## src/ttcrb_map.vh

```
// Register map, field positions, reset values and timing counts
// Assumes inclusion by the timer module only; definitions only
`ifndef TTCRB_MAP_VH
`define TTCRB_MAP_VH

// ****************************************
// Register indices (byte address = 4 x index)
// ****************************************
`define TTCRB_IDX_CTRL 8'hc8
`define TTCRB_IDX_RCAP_LO 8'hca
`define TTCRB_IDX_RCAP_HI 8'hcb
`define TTCRB_IDX_CNT_LO 8'hcc
`define TTCRB_IDX_CNT_HI 8'hcd
`define TTCRB_IDX_IRQ_STAT 8'hd0
`define TTCRB_IDX_IRQ_CLR 8'hd1
`define TTCRB_IDX_IRQ_EN 8'hd2

// ****************************************
// Control register fields
// ****************************************
`define TTCRB_B_OVF 7
`define TTCRB_B_EXT 6
`define TTCRB_B_RXSEL 5
`define TTCRB_B_TXSEL 4
`define TTCRB_B_EXEN 3
`define TTCRB_B_RUN 2
`define TTCRB_B_CNTSRC 1
`define TTCRB_B_CAPSEL 0

// ****************************************
// Interrupt status, clear and enable fields
// ****************************************
`define TTCRB_IRQ_OVF 0
`define TTCRB_IRQ_EXT 1

// ****************************************
// Reset values
// ****************************************
`define TTCRB_RST_CTRL 8'h00
`define TTCRB_RST_RCAP 16'h0000
`define TTCRB_RST_CNT 16'h0000
`define TTCRB_RST_IRQ 2'b00

// ****************************************
// Timing: core-clock ticks per count
// ****************************************
`define TTCRB_DIV_TIMER 4'd12
`define TTCRB_DIV_BAUD 4'd2

`endif

```

## src/ttcrb_timer.v

```verilog
// 16-bit timer/counter with auto-reload, capture and baud generation
// Assumes one core clock, APB master on the same clock, async pins
//
// Behaviour
// - Overflow flag sets on rollover, not baud
// - Trigger capture/reload with enable sets event flag
// - Receive baud select picks receiver overflow source
// - Transmit baud select picks transmitter overflow source
// - Trigger acts only when enabled and running
// - Counts only while run bit set
// - Source select: pin edges or core ticks
// - Capture select; ignored in baud, reload then
// - Mode decode from run, baud, capture bits
// - Auto-reload: rollover flags and reloads
// - Auto-reload: trigger edge reloads, sets flag
// - Capture mode: free-running, overflow interrupts
// - Capture mode: trigger copies count, sets flag
// - Baud: no overflow flag, trigger still flags
// - Count and reload byte pairs, read/write
`timescale 1ns/1ps
`include "ttcrb_map.vh"

module ttcrb_timer
(
    input wire clk,
    input wire reset_n,
    input wire psel,
    input wire penable,
    input wire pwrite,
    input wire [11:0] paddr,
    input wire [31:0] pwdata,
    output reg [31:0] prdata,
    output reg pready,
    output reg pslverr,
    input wire ext_count_pin,
    input wire trigger_pin,
    input wire other_timer_ovf,
    output reg rx_baud_tick,
    output reg tx_baud_tick,
    output reg baud_ovf_pulse,
    output reg irq
);

    // ****************************************
    // Mode encoding
    // ****************************************
    localparam [3:0] MODE_OFF = 4'b0001;
    localparam [3:0] MODE_RELOAD = 4'b0010;
    localparam [3:0] MODE_CAPTURE = 4'b0100;
    localparam [3:0] MODE_BAUD = 4'b1000;

    // ****************************************
    // State
    // ****************************************
    reg [7:0] ctrl_q;
    reg [15:0] rcap_q;
    reg [15:0] cnt_q;
    reg [1:0] irq_stat_q;
    reg [1:0] irq_en_q;
    reg [3:0] div_q;
    reg [1:0] cnt_sync_q;
    reg [1:0] trg_sync_q;
    reg cnt_prev_q;
    reg trg_prev_q;
    reg [3:0] mode;
    reg [31:0] rd_data;
    reg rd_err;

    wire rx_sel = ctrl_q[`TTCRB_B_RXSEL];
    wire tx_sel = ctrl_q[`TTCRB_B_TXSEL];
    wire exen = ctrl_q[`TTCRB_B_EXEN];
    wire run = ctrl_q[`TTCRB_B_RUN];
    wire cnt_src = ctrl_q[`TTCRB_B_CNTSRC];
    wire cap_sel = ctrl_q[`TTCRB_B_CAPSEL];
    wire baud_on = rx_sel | tx_sel;

    // ****************************************
    // APB decode
    // ****************************************
    // One wait state: pready rises in the second access cycle
    wire acc = psel & penable & ~pready;
    wire done = psel & penable & pready;
    wire wr = done & pwrite & ~pslverr;
    wire hit_ctrl = (paddr == {2'b00, `TTCRB_IDX_CTRL, 2'b00});
    wire hit_rlo = (paddr == {2'b00, `TTCRB_IDX_RCAP_LO, 2'b00});
    wire hit_rhi = (paddr == {2'b00, `TTCRB_IDX_RCAP_HI, 2'b00});
    wire hit_clo = (paddr == {2'b00, `TTCRB_IDX_CNT_LO, 2'b00});
    wire hit_chi = (paddr == {2'b00, `TTCRB_IDX_CNT_HI, 2'b00});
    wire hit_ist = (paddr == {2'b00, `TTCRB_IDX_IRQ_STAT, 2'b00});
    wire hit_icl = (paddr == {2'b00, `TTCRB_IDX_IRQ_CLR, 2'b00});
    wire hit_ien = (paddr == {2'b00, `TTCRB_IDX_IRQ_EN, 2'b00});

    // Read mux and error decode; clear register reads as zero
    always @*
    begin
        rd_data = 32'h00000000;
        rd_err = 1'b0;
        case (1'b1)
            hit_ctrl: rd_data = {24'h000000, ctrl_q};
            hit_rlo: rd_data = {24'h000000, rcap_q[7:0]};
            hit_rhi: rd_data = {24'h000000, rcap_q[15:8]};
            hit_clo: rd_data = {24'h000000, cnt_q[7:0]};
            hit_chi: rd_data = {24'h000000, cnt_q[15:8]};
            hit_ist: rd_data = {30'h0, irq_stat_q};
            hit_icl: rd_data = 32'h00000000;
            hit_ien: rd_data = {30'h0, irq_en_q};
            default: rd_err = 1'b1;
        endcase
        // Status register is read only; clear register is write only
        if (pwrite && hit_ist)
        begin
            rd_err = 1'b1;
        end
    end

    // Bus answer flops
    always @(posedge clk or negedge reset_n)
    begin
        if (!reset_n)
        begin
            pready <= 1'b0;
            pslverr <= 1'b0;
            prdata <= 32'h00000000;
        end
        else if (acc)
        begin
            pready <= 1'b1;
            pslverr <= rd_err;
            prdata <= pwrite ? 32'h00000000 : rd_data;
        end
        else
        begin
            pready <= 1'b0;
            pslverr <= 1'b0;
        end
    end

    // ****************************************
    // Pin synchronisers and edge detect
    // ****************************************
    // Edge detect reads only the second stage, never the first
    always @(posedge clk or negedge reset_n)
    begin
        if (!reset_n)
        begin
            cnt_sync_q <= 2'b11;
            trg_sync_q <= 2'b11;
            cnt_prev_q <= 1'b1;
            trg_prev_q <= 1'b1;
        end
        else
        begin
            cnt_sync_q <= {cnt_sync_q[0], ext_count_pin};
            trg_sync_q <= {trg_sync_q[0], trigger_pin};
            cnt_prev_q <= cnt_sync_q[1];
            trg_prev_q <= trg_sync_q[1];
        end
    end

    wire cnt_fall = cnt_prev_q & ~cnt_sync_q[1];
    wire trg_fall = trg_prev_q & ~trg_sync_q[1];

    // ****************************************
    // Mode decode
    // ****************************************
    always @*
    begin
        if (!run)
        begin
            mode = MODE_OFF;
        end
        else if (baud_on)
        begin
            mode = MODE_BAUD;
        end
        else if (cap_sel)
        begin
            mode = MODE_CAPTURE;
        end
        else
        begin
            mode = MODE_RELOAD;
        end
    end

    // ****************************************
    // Tick generation
    // ****************************************
    // Baud mode runs the core-clock divider faster, as a classic
    // baud generator does; off mode holds the divider in reset
    wire [3:0] div_end = (mode == MODE_BAUD) ? `TTCRB_DIV_BAUD : `TTCRB_DIV_TIMER;
    wire core_tick = (div_q == div_end - 4'd1);

    always @(posedge clk or negedge reset_n)
    begin
        if (!reset_n)
        begin
            div_q <= 4'd0;
        end
        else if (mode == MODE_OFF || core_tick || div_q >= div_end)
        begin
            div_q <= 4'd0;
        end
        else
        begin
            div_q <= div_q + 4'd1;
        end
    end

    // Count source: pin falling edge or core-derived tick
    wire src_tick = cnt_src ? cnt_fall : core_tick;
    wire inc = (mode != MODE_OFF) & src_tick;
    wire roll = inc & (cnt_q == 16'hffff);

    // Trigger acts only with enable set and a running timer
    wire trg_evt = trg_fall & exen & (mode != MODE_OFF);
    wire do_reload = (roll & (mode == MODE_RELOAD || mode == MODE_BAUD))
        | (trg_evt & (mode == MODE_RELOAD));
    wire do_capture = trg_evt & (mode == MODE_CAPTURE);
    wire set_ovf = roll & (mode != MODE_BAUD);
    wire set_ext = trg_evt;

    // ****************************************
    // Counter
    // ****************************************
    // Software byte writes win over counting in the same cycle
    always @(posedge clk or negedge reset_n)
    begin
        if (!reset_n)
        begin
            cnt_q <= `TTCRB_RST_CNT;
        end
        else if (wr && hit_clo)
        begin
            cnt_q[7:0] <= pwdata[7:0];
        end
        else if (wr && hit_chi)
        begin
            cnt_q[15:8] <= pwdata[7:0];
        end
        else if (do_reload)
        begin
            cnt_q <= rcap_q;
        end
        else if (inc)
        begin
            cnt_q <= cnt_q + 16'h0001;
        end
    end

    // ****************************************
    // Reload / capture register pair
    // ****************************************
    // Capture takes precedence over a software write in one cycle
    always @(posedge clk or negedge reset_n)
    begin
        if (!reset_n)
        begin
            rcap_q <= `TTCRB_RST_RCAP;
        end
        else if (do_capture)
        begin
            rcap_q <= cnt_q;
        end
        else if (wr && hit_rlo)
        begin
            rcap_q[7:0] <= pwdata[7:0];
        end
        else if (wr && hit_rhi)
        begin
            rcap_q[15:8] <= pwdata[7:0];
        end
    end

    // ****************************************
    // Control register with hardware flags
    // ****************************************
    // Flags: hardware set wins over a software write of zero
    always @(posedge clk or negedge reset_n)
    begin
        if (!reset_n)
        begin
            ctrl_q <= `TTCRB_RST_CTRL;
        end
        else
        begin
            if (wr && hit_ctrl)
            begin
                ctrl_q <= pwdata[7:0];
            end
            if (set_ovf)
            begin
                ctrl_q[`TTCRB_B_OVF] <= 1'b1;
            end
            if (set_ext)
            begin
                ctrl_q[`TTCRB_B_EXT] <= 1'b1;
            end
        end
    end

    // ****************************************
    // Interrupt status, clear and enable
    // ****************************************
    wire [1:0] evt = {set_ext, set_ovf};
    wire [1:0] clr = (wr && hit_icl) ? pwdata[1:0] : 2'b00;

    // Per-event sticky bit; set wins over a clear in the same cycle
    genvar gi;
    generate
        for (gi = 0; gi < 2; gi = gi + 1)
        begin : g_irq
            always @(posedge clk or negedge reset_n)
            begin
                if (!reset_n)
                begin
                    irq_stat_q[gi] <= 1'b0;
                end
                else if (evt[gi])
                begin
                    irq_stat_q[gi] <= 1'b1;
                end
                else if (clr[gi])
                begin
                    irq_stat_q[gi] <= 1'b0;
                end
            end
        end
    endgenerate

    // Enable register
    always @(posedge clk or negedge reset_n)
    begin
        if (!reset_n)
        begin
            irq_en_q <= `TTCRB_RST_IRQ;
        end
        else if (wr && hit_ien)
        begin
            irq_en_q <= pwdata[1:0];
        end
    end

    // ****************************************
    // Registered outputs
    // ****************************************
    // One cycle of latency keeps every output straight from a flop
    always @(posedge clk or negedge reset_n)
    begin
        if (!reset_n)
        begin
            irq <= 1'b0;
            baud_ovf_pulse <= 1'b0;
            rx_baud_tick <= 1'b0;
            tx_baud_tick <= 1'b0;
        end
        else
        begin
            irq <= |((irq_stat_q | evt) & irq_en_q & ~(clr & ~evt));
            baud_ovf_pulse <= roll & (mode == MODE_BAUD);
            rx_baud_tick <= rx_sel ? (roll & (mode == MODE_BAUD))
                : other_timer_ovf;
            tx_baud_tick <= tx_sel ? (roll & (mode == MODE_BAUD))
                : other_timer_ovf;
        end
    end

    // Limitation: pin edges closer than two cycles may merge
    // and then act only once

endmodule

```

## config.mk

```make
export PLATFORM = sky130hd
export DESIGN_NAME = ttcrb_timer
export DESIGN_NICKNAME = d
export VERILOG_FILES = /design/src/ttcrb_timer.v
export VERILOG_INCLUDE_DIRS = /design/src /design/src/src
export SDC_FILE = /design/constraint.sdc
export NUM_CORES = 1
export LEC_CHECK = 0
export BUFFER_PORTS_ARGS = -buffer_cell sky130_fd_sc_hd__buf_4
export CAP_MARGIN = 20
export CELL_PAD_IN_SITES_DETAIL_PLACEMENT = 0
export CELL_PAD_IN_SITES_GLOBAL_PLACEMENT = 1
export CORE_MARGIN = 5
export CORE_UTILIZATION = 45
export DETAILED_ROUTE_END_ITERATION = 7
export PLACE_DENSITY_LB_ADDON = 0.08
export SLEW_MARGIN = 25
export SYNTH_ARGS = -nofsm -noshare
export SYNTH_HDL_FRONTEND = slang
export SYNTH_SLANG_ARGS = --single-unit
```

## constraint.sdc

```tcl
create_clock -name clk -period 7.1 [get_ports clk]
set_clock_uncertainty 0.15 [all_clocks]
set_input_delay 1.065 -clock clk [delete_from_list [all_inputs] [get_ports clk]]
set_output_delay 1.065 -clock clk [all_outputs]
set_load 0.02 [all_outputs]
```

== After elaboration in Yosys (flattened, before gate mapping) ==
Cells that the tools add are included.

* Flip-flop bits (word level): 92
* Logic and storage cells: 141
* Input bits: 52

* Multiplexer cells: 45
* Add/subtract/negate cells: 3
* Bitwise gates (word level): 29
* Magnitude comparators: 1
* Eq/ne operators: 18
* Reduce and logical (&&, ||, !) cells: 23

{| class="wikitable"
|+ Operators with widths
! operator !! count
|-
| $mux 32 || 8
|-
| $eq 12x10->1 const B || 8
|-
| $mux 8 || 7
|-
| $mux 16 || 3
|-
| $mux 1 || 20
|-
| $add 16x1->16 const B || 1
|-
| $and 1x1->1 || 16
|-
| $eq 16x16->1 const B || 1
|-
| $mux 4 || 4
|-
| $reduce_bool 2->1 || 6
|-
| $logic_and 1x1->1 || 8
|-
| $and 2x2->2 || 3
|-
| $reduce_and 2->1 || 3
|-
| $reduce_bool 3->1 || 2
|-
| $not 1->1 || 5
|-
| $add 4x1->4 const B || 1
|-
| $eq 4x1->1 const B || 1
|-
| $eq 4x2->1 const B || 1
|-
| $eq 4x3->1 const B || 1
|-
| $eq 4x4->1 || 1
|-
| $eq 4x4->1 const B || 1
|-
| $ge 4x4->1 || 1
|-
| $mux 2 || 2
|-
| $ne 2x2->1 const B || 2
|-
| other kinds (9) || 13
|}

== Depth between registers and ports, before layout ==
Gate-level depths: netlist of run 1.

* Depth after elaboration: 16
* Depth in mapped cells: 11
* Mapped depth without buffers: 9

== Worst setup path before layout of run 1 ==
Ideal clock, no wire load.

* Path type: in2reg
* From: input port paddr[11]
* To: register cnt_q[3]
* Setup slack: 4,269 ps
* Library setup time: 136 ps
* Stages on the path: 9
* Arrival time: 2,545 ps
* Cell sequence: nor4bb_1 -> buf_2 -> nand2b_1 -> clkbuf_1 -> or3_1 -> buf_4 -> and3_2 -> a21oi_1 -> o21ai_0

* Word-level cells in the longest chain between the ends: 4
* Elaborated cells on any way between the ends: 8

{| class="wikitable"
|+ Ends and longest elaborated chain
! item !! RTL line !! RTL
|-
| start: declaration || ttcrb_timer.v:30 || <nowiki>input wire [11:0] paddr,</nowiki>
|-
| $eq 12x10->1 (on tied branches) || ttcrb_timer.v:87, ttcrb_timer.v:88 ||
|-
| $logic_and 1x1->1 (on tied branches) || ttcrb_timer.v:233, ttcrb_timer.v:237 ||
|-
| $ne 2x2->1 (no source line) / $reduce_bool 3->1 (equally long branches) || -- ||
|-
| $reduce_and 2->1 (no source line) || -- ||
|-
| end signal: assignment || ttcrb_timer.v:231 || <nowiki>cnt_q <= `TTCRB_RST_CNT;</nowiki>
|-
| end signal: assignment || ttcrb_timer.v:235 || <nowiki>cnt_q[7:0] <= pwdata[7:0];</nowiki>
|-
| end signal: assignment || ttcrb_timer.v:243 || <nowiki>cnt_q <= rcap_q;</nowiki>
|-
| end: declaration || ttcrb_timer.v:57 || <nowiki>reg [15:0] cnt_q;</nowiki>
|}

Several ways; a longest one is shown, not always the timed one.
A chain may end at the register's enable or synchronous reset.

== Final worst setup path of run 1 ==
* From: input port paddr[3]
* To: register cnt_q[14]

* Word-level cells in the longest chain between the ends: 4
* Elaborated cells on any way between the ends: 8

{| class="wikitable"
|+ Ends and longest elaborated chain
! item !! RTL line !! RTL
|-
| $eq 12x10->1 (on tied branches) || ttcrb_timer.v:88, ttcrb_timer.v:87 ||
|-
| $logic_and 1x1->1 (on tied branches) || ttcrb_timer.v:237, ttcrb_timer.v:233 ||
|-
| $reduce_bool 3->1 (no source line) / $not 1->1 (equally long branches) || -- ||
|-
| $reduce_and 2->1 (no source line) || -- ||
|-
| end signal: assignment || ttcrb_timer.v:239 || <nowiki>cnt_q[15:8] <= pwdata[7:0];</nowiki>
|-
| end signal: assignment || ttcrb_timer.v:243 ||
|-
| end signal: assignment || ttcrb_timer.v:247 || <nowiki>cnt_q <= cnt_q + 16'h0001;</nowiki>
|}

Several ways; a longest one is shown, not always the timed one.

==> reports/metrics.cfg, run 1 <==
[clock_network]
cts_tree = built
clkTransAtPathRegs_ns = 0.08
cts_sinks = 68
insertion_delay_ns = 0.35
cts_inserted_buffers = 9
root_buffer = clkbuf_8
post-cts-setup-buffer-count = 0
cts_buffer_depth = 2
cts-htree-levels = 3
cts_resized = 0
hold_buffers = 0

[die]
dieArea_mm2 = 0.01115
coreArea_mm2 = 0.008806
rows = 34
die_width_um = 105.6
io_pins = 90
die_y_um = 105.6
initial_core_util_pct = 46.70

[worst_setup_path]
reg2reg_slack_ns = 3.92
cp_cell_sequence = buf_4 -> nor4_1 -> nand3_1 -> nor2_1 -> o31ai_2 -> a22oi_1 -> o21ai_0
r2r_start = ctrl_q[4]
path_class = input port to register
reg2reg_depth = 9
crit_arrival_ns = 3.37
critPathTopFamily = simple AND/OR/NAND/NOR gates
slowest_delay_ns = 0.71
cp-end-kind = register
worst_setup_path_start_kind = input port
path_buf_inv = 1
crit_path_max_fanout = 12
slowest_stage = nor2_1
reg2reg_to = cnt_q[15]
required_ns = 7.18

[timing]
relSlewSlack_pct = 40.81
tightestPinTransition_ns = 0.8878
rsz0062_at_grt = false
finalSetupViolCount = 0
maxSlewViolCount = 0
hold_ws_ns = 0.2117
fin_setup_tns_ns = 0
hold_viol = 0
period_share_pct = 46.41
max_freq_ghz = 0.3035
period_minus_slack_ns = 3.295

[route]
drc_errors = 0
final_antenna_net_count = 0
viasPerCell = 5.805
vias = 3309
firstDrtPassIters = 5
drt_iter0_markers = 212
wire_per_inst_um = 19.49
drt_wl_total_mm = 11.11

[synth]
ys.warnings.count = 0
netlist_instances = 422
synth_edf_count = 0
ys_types = 70
syn_avg_cell_area_um2 = 9.746
netlist_area_mm2 = 0.004113
synth-main-ff-cell = dfrtp_1
ys_ff_latch = 68
yosysSeqAreaShare_pct = 41.56
async_reset_ff_share_pct = 100.0

[hold_path]
holdPathStages = 0
hp-start = cnt_sync_q[0]
hold_end = cnt_sync_q[1]
min_path_type = register to register

[placed_design]
dp_hpwl_mm = 7.873
io_buffers = 41
gp_congestion = 0.8696

[global_route]
grt_pass1_wl_mm = 17.71
grt_overflow_total = 0
grt_start_max_net_pins = 69
antenna_found_initial = 0
track_usage_pct = 20.21
first_global_vias = 3171

[job]
drv_cap = 0

[cells_and_area]
final_net_count = 515
layout-drive-gt1-share_pct = 20.13
final_util_pct = 52.07
fillers = 841
antennaDiodeCount = 0
area_growth_pct = 11.50

[pwr]
total_power_uw = 785.8
vdd_drop_max_mv = 0.08582
power_density_mw_per_mm2 = 171.4
leakage_nw = 2.011

[run_status]
status = finished, final reports clean

[sequential cells by signal (all words and copies together) (netlist names)]
name / count
irq_en_q: 2
irq: 1
cnt_prev_q: 1
cnt_sync_q: 2
pready: 1
rcap_q: 16
rx_baud_tick: 1
trg_sync_q: 2
prdata: 8
ctrl_q: 8
trg_prev_q: 1
irq_stat_q: 2
cnt_q: 16
baud_ovf_pulse: 1
pslverr: 1
div_q: 4
tx_baud_tick: 1
[cell type report]
type,instances,area (µm²),area share [%]
Clock buffer,11,151.4,3.301
Clock inverter,5,58.81,1.282
Inverter,12,45.04,0.9823
Multi-Input combinational cell,322,2156,47.01
Sequential cell,68,1709,37.27
Tap cell,108,135.1,2.947
Timing Repair Buffer,44,330.3,7.203
[stage by stage]
| stage | cell area, µm² | worst slack (ns) | instances |
|---|---|---|---|
| final | 4586 | 3.805 | 570 |
| after global routing | 4586 | 3.685 | 570 |
| after CTS | 4586 | 3.891 | 570 |
| after detailed placement | 4375 | 3.518 | 554 |
| after global placement | 4370 | 3.398 | 554 |
| after floorplan | 4199 | 4.269 | 445 |
[cell usage after synthesis (all sizes together), types with 3 or more instances]
master   number  area share [%]
dfrtp        62              38
mux2i        41              10
nor2         37             3.4
buf          32             6.0
o21ai        30             3.7
a21oi        27             3.3
nand2        26             2.6
nand3        20             2.7
inv          12             1.1
clkbuf       11             1.1
a22oi         8             1.5
and3          8             1.3
mux2          8             2.2
xnor2         8             1.7
xor2          7             1.5
dfstp         6             3.8
ha            6             1.8
nor3          6             1.0
o2bb2ai       6             1.3
a221oi        5             1.1
nand4         4            0.61
nor4          4            0.91
nand2b        3            0.46
nand4b        3            0.64
o22ai         3            0.46
[placed cells by master, fill, tap and decap left out, types with 3 or more instances in the layout]
cell / n
nand2b_1: 3
xnor2_1: 8
xor2_1: 7
o22ai_1: 3
o21ai_1: 10
o2bb2ai_1: 6
a21oi_1: 27
a221oi_1: 5
ha_1: 6
nor2_1: 36
nor3_1: 4
mux2_2: 8
nand3_1: 19
inv_1: 12
dfstp_2: 6
a22oi_1: 8
o21ai_0: 19
nand4_1: 4
dfrtp_1: 62
conb_1: 24
buf_4: 44
clkbuf_8: 11
mux2i_1: 41
nand4b_1: 3
and3_1: 6
nand2_1: 25
[how the worst max path moves through the flow]
stage               from   endpoint  slack (ns)  depth (start not counted)
2_1_floorplan  paddr[11]   cnt_q[3]        4.27                          9
3_3_place_gp    paddr[3]   cnt_q[0]        3.40                          7
3_5_place_dp    paddr[3]  cnt_q[14]        3.52                          7
4_1_cts         paddr[3]  cnt_q[14]        3.89                          7
5_1_grt         paddr[1]  rcap_q[7]        3.68                          7
6_report        paddr[3]  cnt_q[14]        3.80                          7
[where the power goes]
part / leakage [nW] / internal [mW] / switching [mW]
Combinational: 1.08 / 0.0164 / 0.0368
Sequential: 0.824 / 0.391 / 0.00170
Clock: 0.102 / 0.182 / 0.157
Total: 2.01 / 0.590 / 0.196
[logic make-up after synthesis]
family / after synthesis / share of synthesized area (%)
adder cells (fa/ha/maj): 6 / 1.825
other: 1 / 0.09118
flip-flops: 68 / 41.56
AND/OR/NAND/NOR: 132 / 18.13
buffers and inverters: 55 / 8.244
AO/OA/AOI/OAI: 96 / 14.79
XOR/XNOR: 15 / 3.194
multiplexers: 49 / 12.17
[per-layer routing]
| layer | GRT usage (%) | vias up | share of wire (%) |
|---|---|---|---|
| met4 | 5.643 | 0 | 1.2 |
| met1 | 29.14 | 1637 | 48 |
| met5 | 0 | - | 0 |
| li1 | - | 1565 | - |
| met3 | 4.156 | 13 | 4.8 |
| met2 | 30.92 | 94 | 46 |
[worst reg2reg max path, stage by stage, from the launching register on]
cell and delay [ns]:
dfrtp_1 0.47, o21ai_0 0.24, inv_1 0.16, ha_1 0.31, nand4bb_1 0.24, o21ai_2 0.34, or4b_4 0.57, nand2_4 0.28
mux2i_1 0.24, o21ai_1 0.08
No activity file was read; power rests on OpenSTA's default activity.
==> run 2, diff against run 1 <==
--- a/config.mk
+++ b/config.mk
@@ -11,7 +11,7 @@
 export CELL_PAD_IN_SITES_DETAIL_PLACEMENT = 0
 export CELL_PAD_IN_SITES_GLOBAL_PLACEMENT = 1
 export CORE_MARGIN = 5
-export CORE_UTILIZATION = 45
+export CORE_UTILIZATION = 42
 export DETAILED_ROUTE_END_ITERATION = 7
 export PLACE_DENSITY_LB_ADDON = 0.08
 export SLEW_MARGIN = 25
==> constraint.sdc (replaced) <==
create_clock -name clk -period 3.29 [get_ports clk]
set_clock_uncertainty 0.15 [all_clocks]
set_input_delay 0.4935 -clock clk [delete_from_list [all_inputs] [get_ports clk]]
set_output_delay 0.4935 -clock clk [all_outputs]
set_load 0.02 [all_outputs]
==> run 2 against run 1 <==
  * Core utilization fell by 3.3 points
  * Register-to-register slack got worse by 3.6 ns
  * Count of clock-buffer cells in the layout did not move
  * Die area rose by 6.5%
  * Worst hold slack got worse by 0.11 ns
  * Setup slack got worse by 3.4 ns
==> reports/metrics.cfg, run 2 (synthesis gave the netlist of run 1 again) <==
[global_route]
track_usage_pct = 20.37
grt_pass1_wl_mm = 18.06
grt_overflow_total = 0
antenna_found_initial = 0
first_global_vias = 3250
grt_start_max_net_pins = 69

[worst_setup_path]
path_class = register to register
worst_setup_path_start_kind = register
required_ns = 3.38
crit_path_max_fanout = 14
cp-end-kind = register
crit_arrival_ns = 3.01

[die]
die_width_um = 109.0
dieArea_mm2 = 0.01187
coreArea_mm2 = 0.009639
initial_core_util_pct = 42.67
io_pins = 90
rows = 36
die_y_um = 109.0

[clock_network]
hold_buffers = 0
root_buffer = clkbuf_8
clkTransAtPathRegs_ns = 0.08
insertion_delay_ns = 0.35
cts_tree = built
cts_inserted_buffers = 9
cts_resized = 0
cts_buffer_depth = 2
cts-htree-levels = 3
post-cts-setup-buffer-count = 0
cts_sinks = 68

[hold_path]
min_path_type = input port to register

[placed_design]
io_buffers = 41
post-place-cells = 588
gp_congestion = 0.8236
dp_hpwl_mm = 8.178
place_area_mm2 = 0.004469

[route]
top_layer_used = met4
wirelength_met1_mm = 5.272
drt_iter0_markers = 173
drc_errors = 0
wl_met3_um = 453
firstDrtPassIters = 4
viasPerCell = 5.427
wire_per_inst_um = 18.87
drt_wl_total_mm = 11.40
final_antenna_net_count = 0
wl_met2_mm = 5.490
vias = 3278

[pwr]
leakage_nw = 2.069
power_density_mw_per_mm2 = 376.1
vdd_drop_max_mv = 0.1825

[cells_and_area]
area_growth_pct = 14.39
antennaDiodeCount = 0
top_regs = cnt_q (16), rcap_q (16)
fillers = 960
final_net_count = 524
mostFrequentLayoutCell = dfrtp_1
final_cell_mix = dfrtp_1 (62), buf_4 (53), mux2i_1 (41)
final_area_mm2 = 0.004705
post_layout_nonfiller_instances = 604
layout-drive-gt1-share_pct = 21.44

[timing]
fin_setup_tns_ns = 0
max_freq_ghz = 0.3414
hold_viol = 0
period_share_pct = 89.03
relSlewSlack_pct = 40.38
finalSetupViolCount = 0
tightestPinTransition_ns = 0.8943
period_minus_slack_ns = 2.929
rsz0062_at_grt = false
maxSlewViolCount = 0

[run_status]
status = finished, final reports clean

[job]
drv_cap = 0

==> run 2: changes by cell type in the layout (fill, tap and decap cells not counted), sizes merged <==
cell / before / now
inv: 13 / 12
buf: 44 / 53
bufinv: 1 / 2
==> run 2: per-layer routing <==
layer,global-route usage [%],up-vias
li1,-,1573
met1,27.75,1625
met2,32.32,70
met3,4.381,10
met4,6.492,0
met5,0,-
==> run 2: worst paths after layout <==
check | endpoint | startpoint | depth (start not counted) | slack, ns
min in group asynchronous | div_q[3] | reset_n | 1 | 0.12
worst min register to register | trg_sync_q[1] | trg_sync_q[0] | 0 | 0.21
worst min-delay path | trg_sync_q[0] | trigger_pin | 1 | 0.10
worst max-delay path | cnt_q[3] | ctrl_q[4] | 9 | 0.36
max in group asynchronous | cnt_q[4] | reset_n | 1 | 2.30
worst max register to register | cnt_q[3] | ctrl_q[4] | 9 | 0.36
==> run 2: power by group <==
part | switching, mW | internal [mW] | total, mW
Sequential | 0.00361 | 0.845 | 0.848
Clock | 0.337 | 0.469 | 0.806
Combinational | 0.0794 | 0.0354 | 0.115
==> run 2: layout make-up <==
class | instances | area, µm² | area share [%]
repair buffers | 53 | 397.9 | 8.457
inverters | 12 | 45.04 | 0.9574
well taps | 133 | 166.4 | 3.537
multi-input cells | 322 | 2151 | 45.72
clock buffers | 11 | 151.4 | 3.218
flip-flops and latches | 68 | 1709 | 36.33
clock inverters | 5 | 83.83 | 1.782
==> run 2: worst max-delay path, stage by stage (launching register included) <==
cell       delay, ns
dfrtp_1         0.38
o21ai_0         0.25
inv_1           0.17
ha_1            0.32
nand4bb_1       0.23
o21ai_2         0.20
or4b_4          0.53
nand2_4         0.27
mux2i_1         0.23
o21ai_0         0.09
==> run 2: through the flow <==
stage	util, %	power [mW]	hold WS, ns	setup slack [ns]
final	48.81	1.770	0.1032	0.3609
after floorplan	-	0.9371	0.04791	0.5141
after CTS	48.81	1.803	0.07613	0.3019
after global routing	48.81	1.845	0.07871	0.05224
after global placement	46.37	0.9792	0.1971	0.3582
after detailed placement	46.37	0.9801	0.1973	0.3102
==> run 3, diff against run 2 <==
--- a/config.mk
+++ b/config.mk
@@ -11,7 +11,7 @@
 export CELL_PAD_IN_SITES_DETAIL_PLACEMENT = 0
 export CELL_PAD_IN_SITES_GLOBAL_PLACEMENT = 1
 export CORE_MARGIN = 5
-export CORE_UTILIZATION = 42
+export CORE_UTILIZATION = 25
 export DETAILED_ROUTE_END_ITERATION = 7
 export PLACE_DENSITY_LB_ADDON = 0.08
 export SLEW_MARGIN = 25
==> run 3 against run 2 <==
  * Critical path depth is the same
  * Cell area grew 4.2%
  * Global-route usage shrank 6.1 points
  * Sequential cell count is the same
  * Non-clock buffer count grew 4
  * Worst hold slack lost 0.077 ns
  * Via count shrank 1.4%
  * Clock power grew 22%
  * Maximum frequency shrank 3.3%
  * Setup slack lost 0.099 ns
  * Sequential power is essentially flat
  * Largest power group is now clock
  * Highest routed layer unchanged
==> reports/metrics.cfg, run 3 (synthesis gave the netlist of run 1 again) <==
[placed_design]
pre_cts_ws_ns = 0.2381
post-place-cells = 675
dp_hpwl_mm = 9.705
io_buffers = 41
place_area_mm2 = 0.004603
gp_congestion = 0.7563

[die]
die_width_um = 138.3
initial_core_util_pct = 25.70
rows = 46
die_y_um = 138.3
dieArea_mm2 = 0.01912
io_pins = 90
coreArea_mm2 = 0.01600

[route]
final_antenna_net_count = 0
viasPerCell = 4.677
drt_wl_total_mm = 13.44
drt_iter0_markers = 222
firstDrtPassIters = 5
wire_per_inst_um = 19.46
drc_errors = 0
vias = 3232

[timing]
period_minus_slack_ns = 3.028
rsz0062_at_grt = false
setup_ws_ns = 0.2620
hold_viol = 0
tightestPinTransition_ns = 0.9390
max_freq_ghz = 0.3302
maxSlewViolCount = 0
period_share_pct = 92.04
fin_setup_tns_ns = 0
relSlewSlack_pct = 37.40
finalSetupViolCount = 0

[worst_setup_path]
path_buf_inv = 1
crit_arrival_ns = 3.08
required_ns = 3.34
crit_path_max_fanout = 14
cp_cell_sequence = o21ai_0 -> inv_1 -> ha_1 -> nand4bb_1 -> o21ai_2 -> or4b_4 -> nand2_4 -> mux2i_1 -> o21ai_1
slowest_delay_ns = 0.55
critPathTopFamily = simple AND/OR/NAND/NOR gates
slowest_stage = or4b_4
path_class = register to register
cp-end-kind = register
worst_setup_path_start_kind = register

[pwr]
power_density_mw_per_mm2 = 398.2
leakage_nw = 2.126
vdd_drop_max_mv = 0.2148

[clock_network]
root_buffer = clkbuf_16
clkTransAtPathRegs_ns = 0.06
cts_inserted_buffers = 9
cts_sinks = 68
insertion_delay_ns = 0.34
cts_tree = built
cts-htree-levels = 3
post-cts-setup-buffer-count = 0
hold_buffers = 0
cts_buffer_depth = 2
cts_resized = 0

[global_route]
first_global_vias = 3472
grt_pass1_wl_mm = 21.25
grt_overflow_total = 0
grt_start_max_net_pins = 69
antenna_found_initial = 0
track_usage_pct = 14.27

[cells_and_area]
fillers = 1711
final_area_mm2 = 0.004902
post_layout_nonfiller_instances = 691
final_net_count = 528
antennaDiodeCount = 0
layout-drive-gt1-share_pct = 21.68
area_growth_pct = 19.20
top_regs = cnt_q (16), rcap_q (16)
final_util_pct = 30.64
final_cell_mix = dfrtp_1 (62), buf_4 (56), mux2i_1 (41)
mostFrequentLayoutCell = dfrtp_1

[run_status]
status = finished, final reports clean

[hold_path]
min_path_type = input port to async pin

[job]
drv_cap = 0

run 3: layer usage:
metal	share of wire, %	global-route usage (%)
met4	1.6	4.212
met1	48	18.86
met2	47	22.97
met3	3.1	3.828
met5	0	0
run 3: final timing paths:
| kind | startpoint | slack [ns] | endpoint | cells past startpoint |
|---|---|---|---|---|
| max | ctrl_q[4] | 0.26 | cnt_q[15] | 9 |
| min | reset_n | 0.03 | cnt_q[3] | 1 |
| max reg2reg | ctrl_q[4] | 0.26 | cnt_q[15] | 9 |
| min reg2reg | trg_sync_q[0] | 0.21 | trg_sync_q[1] | 0 |
| max in group asynchronous | reset_n | 2.50 | cnt_q[7] | 1 |
| min in group clk | ext_count_pin | 0.12 | cnt_sync_q[0] | 1 |
run 3: area by class of cell:
| type | count | area, µm² | share of cell area, % |
|---|---|---|---|
| multi-input combinational | 322 | 2151 | 43.87 |
| clock inverter | 4 | 48.80 | 0.9954 |
| inverter | 12 | 45.04 | 0.9188 |
| sequential | 68 | 1709 | 34.86 |
| tap | 216 | 270.3 | 5.513 |
| clock buffer | 12 | 246.5 | 5.028 |
| timing repair buffer | 57 | 431.7 | 8.806 |
run 3: power breakdown:
group / internal, mW / switching (mW)
combinational: 0.0359 / 0.0830
sequential: 0.846 / 0.00369
clock: 0.607 / 0.376
total: 1.49 / 0.463
run 3: per-stage QoR:
step	hold WS, ns	power (mW)
floorplan	0.04791	0.9371
global placement	0.2001	0.9855
detailed placement	0.1990	0.9849
CTS	0.09629	1.996
global route	0.07782	2.041
finish	0.02661	1.952
